===== config.mk =====
export PLATFORM = sky130hd
export DESIGN_NAME = lsi_lock_irq
export DESIGN_NICKNAME = d
export VERILOG_FILES = /design/src/core/lsi_pkg.sv /design/src/core/lsi_edge_flag.sv /design/src/core/lsi_lock_irq.sv
export VERILOG_INCLUDE_DIRS = /design/src /design/src/core
export SDC_FILE = /design/constraint.sdc
export NUM_CORES = 1
export LEC_CHECK = 0
export BUFFER_PORTS_ARGS = -buffer_cell sky130_fd_sc_hd__buf_4
export CELL_PAD_IN_SITES_DETAIL_PLACEMENT = 0
export CELL_PAD_IN_SITES_GLOBAL_PLACEMENT = 2
export CORE_AREA = 2 2 123 125
export DETAILED_ROUTE_END_ITERATION = 12
export DIE_AREA = 0 0 125 127
export HOLD_SLACK_MARGIN = 0.08
export PLACE_DENSITY_LB_ADDON = 0.1
export SETUP_SLACK_MARGIN = 0.3
export SLEW_MARGIN = 15
export SYNTH_ARGS = -nofsm -noshare
export SYNTH_HDL_FRONTEND = slang
export SYNTH_HIERARCHICAL = 1
export SYNTH_SLANG_ARGS = --single-unit

===== constraint.sdc =====
create_clock -name clock -period 4.6 [get_ports clock]
set_input_delay 0.46 -clock clock [delete_from_list [all_inputs] [get_ports clock]]
set_output_delay 0.46 -clock clock [all_outputs]
set_load 0.01 [all_outputs]

===== src/core/lsi_regs.svh =====
// Register offsets, field positions and reset values of the lock status and interrupt logic.
// Assumes byte-wide registers on the serial configuration port, 8-bit addresses.
`ifndef LSI_REGS_SVH
`define LSI_REGS_SVH

`define LSI_ADDR_IRQ_ENABLE 8'h03
`define LSI_ADDR_IRQ_STATUS 8'h04
`define LSI_ADDR_RCV_STATUS 8'h21
`define LSI_ADDR_PH_CTRL 8'h26
`define LSI_ADDR_DELAY_LO 8'h27
`define LSI_ADDR_DELAY_HI 8'h28
`define LSI_ADDR_SEARCH_CFG 8'h29
`define LSI_ADDR_PH_STATUS 8'h2a

`define LSI_IRQ_RCV_LOCKED 0
`define LSI_IRQ_RCV_LOST 1
`define LSI_IRQ_PH_LOCKED 2
`define LSI_IRQ_PH_LOST 3

`define LSI_RCV_LOCKED_BIT 0
`define LSI_RCV_LOST_BIT 1
`define LSI_RCV_TRACK_BIT 3
`define LSI_PH_LOCKED_BIT 0
`define LSI_PH_LOST_BIT 1

`define LSI_CTRL_ENABLE_BIT 1
`define LSI_CTRL_READ_BIT 3
`define LSI_CFG_RESTART_BIT 5
`define LSI_CFG_RETRY_BIT 6

`define LSI_LOSE_STEPS 4
`define LSI_REGAIN_STEPS 3
`define LSI_TAP_MAX 432
`define LSI_TAP_INIT 9'h0d8

`define LSI_IRQ_ENABLE_RST 8'h00
`define LSI_CTRL_RST 8'h00
`define LSI_CFG_RST 8'h00

`endif


===== src/core/lsi_pkg.sv =====
// Types shared by the lock status and interrupt logic.
// Assumes nothing of its surroundings.
package lsi_pkg;
	typedef enum logic [3:0] {
		LSI_IDLE = 4'b0001,
		LSI_SEARCH = 4'b0010,
		LSI_TRACK = 4'b0100,
		LSI_FAILED = 4'b1000
	} lsi_state_t;
endpackage


===== src/core/lsi_edge_flag.sv =====
// One sticky interrupt flag set on a rising edge of its condition.
// Assumes the condition is synchronous to clock.
`timescale 1ns/1ps
`default_nettype none
module lsi_edge_flag (
	input wire logic clock, // System clock
	input wire logic nrst, // Synchronous reset, active low
	input wire logic cond, // Live condition
	input wire logic enable, // Enable bit; low clears the flag
	output logic flag // Sticky flag
);
	logic cond_reg;
	wire rise = cond & ~cond_reg;
	always_ff @(posedge clock) begin
		if (!nrst) begin
			cond_reg <= 1'b0;
			flag <= 1'b0;
		end else begin
			cond_reg <= cond;
			flag <= rise | (flag & enable);
		end
	end
endmodule
`default_nettype wire


===== src/core/lsi_lock_irq.sv =====
// Phase delay controller lock tracking, status registers and interrupt request.
// Assumes a byte register port decoded from the serial configuration port, and
// phase measurements and receiver status supplied synchronous to clock.
`timescale 1ns/1ps
`default_nettype none
`include "lsi_regs.svh"

// Functional notes
// - Exact phase and slope match enters tracking
// - Deviation over four clears locked, sets lost
// - Within three steps: locked set, lost cleared
// - Phase status at 0x2A bits 0,1
// - Clock disruption or out-of-range tap loses lock
// - Restart bit chooses tracking or new search
// - Readback bit shows delay and phase used
// - Interrupt output reports lock and loss events
// - Interrupt output is active high
// - Enable register mirrors status register layout
// - Bits: phase lost, locked, receiver lost, locked
// - Status bits set on rising condition only
// - Writing enable low clears its status
// - Receiver status: tracking 3, lost 1, locked 0
// - Endpoint search failure retries or stops
module lsi_lock_irq #(
	parameter int TAP_MAX = `LSI_TAP_MAX
) (
	input wire logic clock, // System clock, 125 MHz
	input wire logic nrst, // Synchronous reset, active low
	input wire logic [7:0] reg_addr, // Register address
	input wire logic [7:0] reg_wdata, // Register write data
	input wire logic reg_wr, // Register write strobe
	output logic [7:0] reg_rdata, // Register read data
	input wire logic [4:0] measured_phase, // Phase measured at current tap
	input wire logic phase_slope_ok, // Measured slope matches target
	input wire logic converter_clock_ok, // Converter clock present
	input wire logic receiver_locked_flag, // Receiver locked, live
	input wire logic receiver_lost_flag, // Receiver lost, live
	input wire logic receiver_tracking_active, // Receiver tracking, live
	output logic [8:0] delay_tap_setting, // Delay tap in use
	output logic irq // Interrupt request, active high
);
	// The tap and search arithmetic are nine and ten bits wide
	if (TAP_MAX < 1 || TAP_MAX > 511) begin : g_bad_tap
		$error("TAP_MAX out of range");
	end

	lsi_pkg::lsi_state_t state_reg, state_next;
	logic [7:0] irq_enable_reg;
	logic [7:0] ctrl_reg;
	logic [7:0] cfg_reg;
	logic [8:0] init_tap_reg;
	logic [4:0] target_phase;
	logic [8:0] tap_reg, tap_next;
	logic phase_locked_flag, phase_lost_flag, held_lock_reg;
	logic [8:0] search_step_reg;
	logic search_dir_reg;
	logic [3:0] irq_flags;

	wire wr_en = reg_wr && reg_addr == `LSI_ADDR_IRQ_ENABLE;
	wire wr_ctrl = reg_wr && reg_addr == `LSI_ADDR_PH_CTRL;
	wire wr_lo = reg_wr && reg_addr == `LSI_ADDR_DELAY_LO;
	wire wr_hi = reg_wr && reg_addr == `LSI_ADDR_DELAY_HI;
	wire wr_cfg = reg_wr && reg_addr == `LSI_ADDR_SEARCH_CFG;
	wire ctl_enable = ctrl_reg[`LSI_CTRL_ENABLE_BIT];
	wire readback = ctrl_reg[`LSI_CTRL_READ_BIT];
	wire restart_on_loss = cfg_reg[`LSI_CFG_RESTART_BIT];
	wire retry_search = cfg_reg[`LSI_CFG_RETRY_BIT];

	// Absolute phase deviation, signed 5-bit difference
	wire [4:0] phase_diff = 5'(measured_phase - target_phase);
	wire [4:0] phase_dev = phase_diff[4] ? 5'(-phase_diff) : phase_diff;
	wire exact_match = phase_dev == 5'h0 && phase_slope_ok;
	wire tap_in_range = tap_reg <= 9'(TAP_MAX);
	wire lose_cond = phase_dev > 5'(`LSI_LOSE_STEPS) || !converter_clock_ok || !tap_in_range;
	wire regain_cond = phase_dev <= 5'(`LSI_REGAIN_STEPS) && converter_clock_ok && tap_in_range;
	wire in_track = state_reg == lsi_pkg::LSI_TRACK;

	// Alternating search offset around the start tap
	wire [9:0] probe_up = 10'(init_tap_reg) + 10'(search_step_reg);
	wire [9:0] probe_dn = 10'(init_tap_reg) - 10'(search_step_reg);
	wire hit_end = (search_dir_reg && probe_up > 10'(TAP_MAX)) || (!search_dir_reg && probe_dn[9]);
	wire track_up = phase_diff[4];
	wire track_dn = !phase_diff[4] && phase_diff != 5'h0;

	always_comb begin
		state_next = state_reg;
		tap_next = tap_reg;
		unique case (state_reg)
			lsi_pkg::LSI_IDLE: begin
				if (ctl_enable) begin
					state_next = lsi_pkg::LSI_SEARCH;
					tap_next = init_tap_reg;
				end
			end
			lsi_pkg::LSI_SEARCH: begin
				if (exact_match)
					state_next = lsi_pkg::LSI_TRACK;
				else if (hit_end) begin
					if (retry_search)
						tap_next = init_tap_reg;
					else
						state_next = lsi_pkg::LSI_FAILED;
				end else
					tap_next = search_dir_reg ? probe_up[8:0] : probe_dn[8:0];
			end
			lsi_pkg::LSI_TRACK: begin
				if (phase_locked_flag && lose_cond && restart_on_loss) begin
					state_next = lsi_pkg::LSI_SEARCH;
					tap_next = init_tap_reg;
				end else if (track_up && tap_reg < 9'(TAP_MAX))
					tap_next = 9'(tap_reg + 9'h001);
				else if (track_dn && tap_reg != 9'h000)
					tap_next = 9'(tap_reg - 9'h001);
			end
			lsi_pkg::LSI_FAILED: begin
				// A fresh control write with the enable set starts a new search
				if (wr_ctrl && reg_wdata[`LSI_CTRL_ENABLE_BIT]) begin
					state_next = lsi_pkg::LSI_SEARCH;
					tap_next = init_tap_reg;
				end
			end
		endcase
		if (!ctl_enable)
			state_next = lsi_pkg::LSI_IDLE;
	end

	always_ff @(posedge clock) begin
		if (!nrst) begin
			state_reg <= lsi_pkg::LSI_IDLE;
			tap_reg <= `LSI_TAP_INIT;
		end else begin
			state_reg <= state_next;
			tap_reg <= tap_next;
		end
	end

	// Search walk: step grows after each up/down pair
	always_ff @(posedge clock) begin
		if (!nrst || state_reg != lsi_pkg::LSI_SEARCH || hit_end) begin
			search_step_reg <= 9'h001;
			search_dir_reg <= 1'b1;
		end else begin
			search_dir_reg <= ~search_dir_reg;
			if (!search_dir_reg)
				search_step_reg <= 9'(search_step_reg + 9'h001);
		end
	end

	// Lock status hysteresis
	always_ff @(posedge clock) begin
		if (!nrst || !in_track) begin
			phase_locked_flag <= 1'b0;
			phase_lost_flag <= 1'b0;
			held_lock_reg <= 1'b0;
		end else if (!phase_locked_flag && !held_lock_reg) begin
			phase_locked_flag <= 1'b1;
			held_lock_reg <= 1'b1;
		end else if (phase_locked_flag && lose_cond) begin
			phase_locked_flag <= 1'b0;
			phase_lost_flag <= held_lock_reg;
		end else if (!phase_locked_flag && regain_cond) begin
			phase_locked_flag <= 1'b1;
			phase_lost_flag <= 1'b0;
		end
	end

	// Configuration registers
	always_ff @(posedge clock) begin
		if (!nrst) begin
			irq_enable_reg <= `LSI_IRQ_ENABLE_RST;
			ctrl_reg <= `LSI_CTRL_RST;
			cfg_reg <= `LSI_CFG_RST;
			init_tap_reg <= `LSI_TAP_INIT;
			target_phase <= 5'h00;
		end else begin
			if (wr_en)
				irq_enable_reg <= {4'h0, reg_wdata[3:0]};
			if (wr_ctrl)
				ctrl_reg <= reg_wdata;
			if (wr_cfg)
				cfg_reg <= reg_wdata;
			if (wr_lo) begin
				target_phase <= reg_wdata[7:3];
				init_tap_reg[8] <= reg_wdata[0];
			end
			if (wr_hi)
				init_tap_reg[7:0] <= reg_wdata;
		end
	end

	// Live conditions per interrupt source
	wire [3:0] irq_cond = {phase_lost_flag, phase_locked_flag, receiver_lost_flag, receiver_locked_flag};

	genvar gi;
	generate
		for (gi = 0; gi < 4; gi++) begin : g_flag
			lsi_edge_flag u_flag (
				.clock(clock),
				.nrst(nrst),
				.cond(irq_cond[gi]),
				.enable(irq_enable_reg[gi]),
				.flag(irq_flags[gi])
			);
		end
	endgenerate

	always_ff @(posedge clock) begin
		if (!nrst)
			irq <= 1'b0;
		else
			irq <= |(irq_flags & irq_enable_reg[3:0]);
	end

	assign delay_tap_setting = tap_reg;

	// Readback shows values in use when the read bit is set
	wire [8:0] rb_tap = readback ? tap_reg : init_tap_reg;
	wire [7:0] rd_ph = {6'h00, phase_lost_flag, phase_locked_flag};
	wire [7:0] rd_rcv = {4'h0, receiver_tracking_active, 1'b0, receiver_lost_flag, receiver_locked_flag};
	logic [7:0] rd_mux;
	always_comb begin
		unique case (reg_addr)
			`LSI_ADDR_IRQ_ENABLE: rd_mux = irq_enable_reg;
			`LSI_ADDR_IRQ_STATUS: rd_mux = {4'h0, irq_flags};
			`LSI_ADDR_RCV_STATUS: rd_mux = rd_rcv;
			`LSI_ADDR_PH_CTRL: rd_mux = ctrl_reg;
			`LSI_ADDR_DELAY_LO: rd_mux = {target_phase, 2'b00, rb_tap[8]};
			`LSI_ADDR_DELAY_HI: rd_mux = rb_tap[7:0];
			`LSI_ADDR_SEARCH_CFG: rd_mux = cfg_reg;
			`LSI_ADDR_PH_STATUS: rd_mux = rd_ph;
			default: rd_mux = 8'h00;
		endcase
	end

	always_ff @(posedge clock) begin
		if (!nrst)
			reg_rdata <= 8'h00;
		else
			reg_rdata <= rd_mux;
	end
endmodule
`default_nettype wire


==> run summary <==
The number of rows created at floorplan is 44, and the post-synthesis to final-layout area growth is 15.5%. The worst pin sits at a relative slew slack of 39.6%. Highest clock frequency the design can meet: 258 MHz. Total negative setup slack: 0 ns.

The time the worst path needs with I/O delays and setup was 3.87 ns; the clock latency on the worst-skew pair was 0.34 ns. Data arrives at the worst endpoint at 4.07 ns. The floorplan step defined a die boundary enclosing 15900 um2. During I/O placement, the number of pins put on the boundary was 47. The dominant cell by count in the synthesized netlist is dfxtp_1.

The tools report the overall power as 1.48 mW. Clock group share of total power: 45.6%. By area the synthesized netlist is led by dfxtp_1 (30%), ha_1 (7.6%), a21oi_1 (5.3%), nand2_1 (5.2%), nor2_1 (4.0%).

The share of the Yosys chip area taken by registers is 30.1%. The repair_antennas step left the layout with diodes totalling 0. The first detailed-routing pass ran for 5 iterations.

The run gives 0.375 mW as the net switching power of the design. Horizontal die dimension: 125 um. The buffer type at the clock tree root was clkbuf_16. The wire length of the first global-routing pass was 25300 um. For this run, the leading register cell type out of synthesis is dfxtp_1. The flow ran to the end, and the final reports show no timing, DRC or antenna violations. Counting every instance in the synthesized netlist gives 627.

Yosys mapped a number of flops with a built-in enable equal to 0. The combined global-route utilization of all metal layers is 20.5%. In the routed layout, each cell is associated on average with a via count of 5.46. The net switching fraction of the power was 25.3%; the internal power summed over all cells was 1.11 mW. The worst hold-check slack came out at 0.352 ns.

Share of flip-flops with an asynchronous set or reset: 0%. The category of the most critical setup path was reg -> reg. The detailed placer's ending HPWL came out at 12200 um.

The starting density of the core is 35.5%. The distinct cell type count after synthesis was 74. The count of final setup violators was 0.

With fillers left out, the area of the finished cells amounts to 5910 um2. The instance area after placement is 5630 um2. The required arrival time at the worst endpoint came out at 4.80 ns.

The path class of the tightest hold or removal check is in -> reg. During synthesis, Yosys emitted a total of 6 warnings. The commonest cells after synthesis are dfxtp_1 (77), nand2_1 (71), nor2_1 (55). The post-synth design cell area was 5120 um2.

The maximum number of pins on one net before global-route repair was 35; the average wire per cell in the routed design was 18.8 um. A synthesized cell averages 8.16 um2. The area share of the leading cell type in the synthesized netlist came out at 30.1%. STA classifies the critical path startpoint as a flop.

The logs give 0.125 mV for the worst supply voltage drop on vdd and 16100 um for the total routed wirelength. The congestion estimate from routability-driven global placement came to 0.824. The port buffer count was 46; the count of endpoints failing hold in the final timing report was 0. For this design the static power due to leakage is 2.24 nW.

The total of flip-flops plus latches after synthesis was 77; the number of instances resized during post-cts repair was 0. Dividing total power by cell area gives a power density of 251 nW/um2. Buffers added to address setup during post-CTS repair amount to 0. TritonCTS built the clock tree. The clock-pin slew of the registers on the worst-case setup and hold paths was 0.06 ns. For this block, the initial DRC count from the detailed router was 311. The nature of the critical path endpoint was a flop. The post-route clock period utilization came out at 84.2%.

The via count of the first global-routing pass is 4429, and the number of sinks driven by the clock tree is 77. Hold repair after CTS inserted 0 buffers. The number of nets handed over by synthesis was 691. The max-slew violation total from the final report came out at 0.

Cell taking the most area after synthesis: dfxtp_1. Setup repair after global routing left no endpoint under its margin. At the pin with the least slew margin, the transition time is 0.902 ns. The H-tree was split into 3 levels.

The area of the core was 14400 um2. The logs give 0 for the initial antenna violation count and 731 for the layout net count. The via count is 4673, and the worst clock skew on the final layout is 0.00739 ns. The die height is 127 um.

Layout cell share with drive strength beyond 1: 15.3%. The number of buffers on the longest clock path was 2; the aggregate global routing overflow was 0. Per report_power, the combinational group accounts for 9.2% of the total. Portion of total power attributed to sequential cells: 45.2%.

The tool flagged a number of max-cap violations equal to 0. The remaining routing DRC violations is 0, and the maximum fanout encountered on the critical timing path is 9. Counting the buffers created by CTS gives 9. In this run the remaining antenna-violating nets after routing total 0.
[placed cells by master, fill, tap and decap left out, drive strengths merged, types with 5 or more instances in the layout]
| master | Yosys | final |
|---|---|---|
| inv | 30 | 31 |
| buf | 9 | 53 |
| xnor2 | 20 | 20 |
| o2111ai | 5 | 5 |
| o31a | 5 | 5 |
| a222oi | 5 | 5 |
| a21o | 6 | 6 |
| nand2 | 71 | 71 |
| a22oi | 8 | 8 |
| a211oi | 5 | 5 |
| and2 | 8 | 8 |
| nand2b | 12 | 12 |
| o21a | 7 | 7 |
| nand4 | 5 | 5 |
| a21oi | 58 | 58 |
| mux2 | 10 | 10 |
| ha | 31 | 31 |
| nor2b | 10 | 10 |
| nand3 | 39 | 39 |
| mux2i | 14 | 14 |
| nor2 | 56 | 56 |
| nand3b | 7 | 7 |
| and3 | 6 | 6 |
| dfxtp | 77 | 77 |
| o211ai | 7 | 7 |
| o21ai | 21 | 21 |
| clkbuf | 15 | 11 |
| o31ai | 5 | 5 |
| xor2 | 9 | 9 |
| a31oi | 6 | 6 |
| nor3 | 14 | 14 |
[routing by layer]
metal  global-route usage (%)  share of wire (%)  wire [um]
met5                        0                  0          0
met4                     5.69                1.5        234
met3                     3.14                3.8        608
met2                     30.1                 43       6850
met1                     31.0                 52       8360
[power groups by stage]
stage               clock network, mW  logic, mW  registers (mW)
floorplan                           0     0.0863           0.685
global placement                    0      0.135           0.686
detailed placement                  0      0.137           0.686
CTS                             0.692      0.137           0.671
global route                    0.719      0.151           0.671
finish                          0.676      0.137           0.671
[per-stage QoR]
stage | instances | setup slack (ns) | util, %
6_report | 856 | 0.729 | 41.0
5_1_grt | 856 | 0.438 | 41.0
4_1_cts | 856 | 0.706 | 41.0
3_5_place_dp | 840 | 0.485 | 39.0
3_3_place_gp | 840 | 0.621 | 39.0
2_1_floorplan | 627 | 0.972 | -
[final cells by class]
cell class,instances,area [um2]
Timing Repair Buffer,53,398
Clock buffer,11,243
Clock inverter,5,35.0
Multi-Input combinational cell,495,3350
Tap cell,184,230
Inverter,31,116
Fill cell,1520,8510
Sequential cell,77,1540
[kinds of logic (layout without fill, tap and decap cells)]
logic type      after synthesis  in the layout  synth area share, %
simple gates                243            243                 23.4
compound gates              164            164                 22.6
xor+xnor                     29             29                 5.26
flops                        77             77                 30.1
buf+inv                      55            100                 4.50
mux                          24             24                 4.94
fa+ha+maj                    35             35                 9.14
[worst max-delay path, cell delays in order, from the launching register on]
cell     delay [ns]
dfxtp_1        0.38
ha_1           0.19
inv_1          0.06
fa_1           0.46
nand3_1        0.15
a21oi_2        0.09
nor2_4         0.20
nand2_1        0.26
fa_1           0.48
a21o_1         0.20
a21oi_1        0.21
nor2b_1        0.07
o21a_1         0.18
o41a_1         0.33
xor2_1         0.17
a22oi_1        0.19
a31oi_1        0.10
[path summary, 6_finish.rpt]
path / from / to / slack (ns) / cells after the start
min reg2reg: cfg_reg[2] / cfg_reg[2] / 0.46 / 2
max reg2reg: target_phase[0] / delay_tap_setting[8] / 0.73 / 16
max: target_phase[0] / delay_tap_setting[8] / 0.73 / 16
min: receiver_locked_flag / g_flag[0].u_flag/cond_reg / 0.35 / 2
No activity file was read; power rests on OpenSTA's default activity.
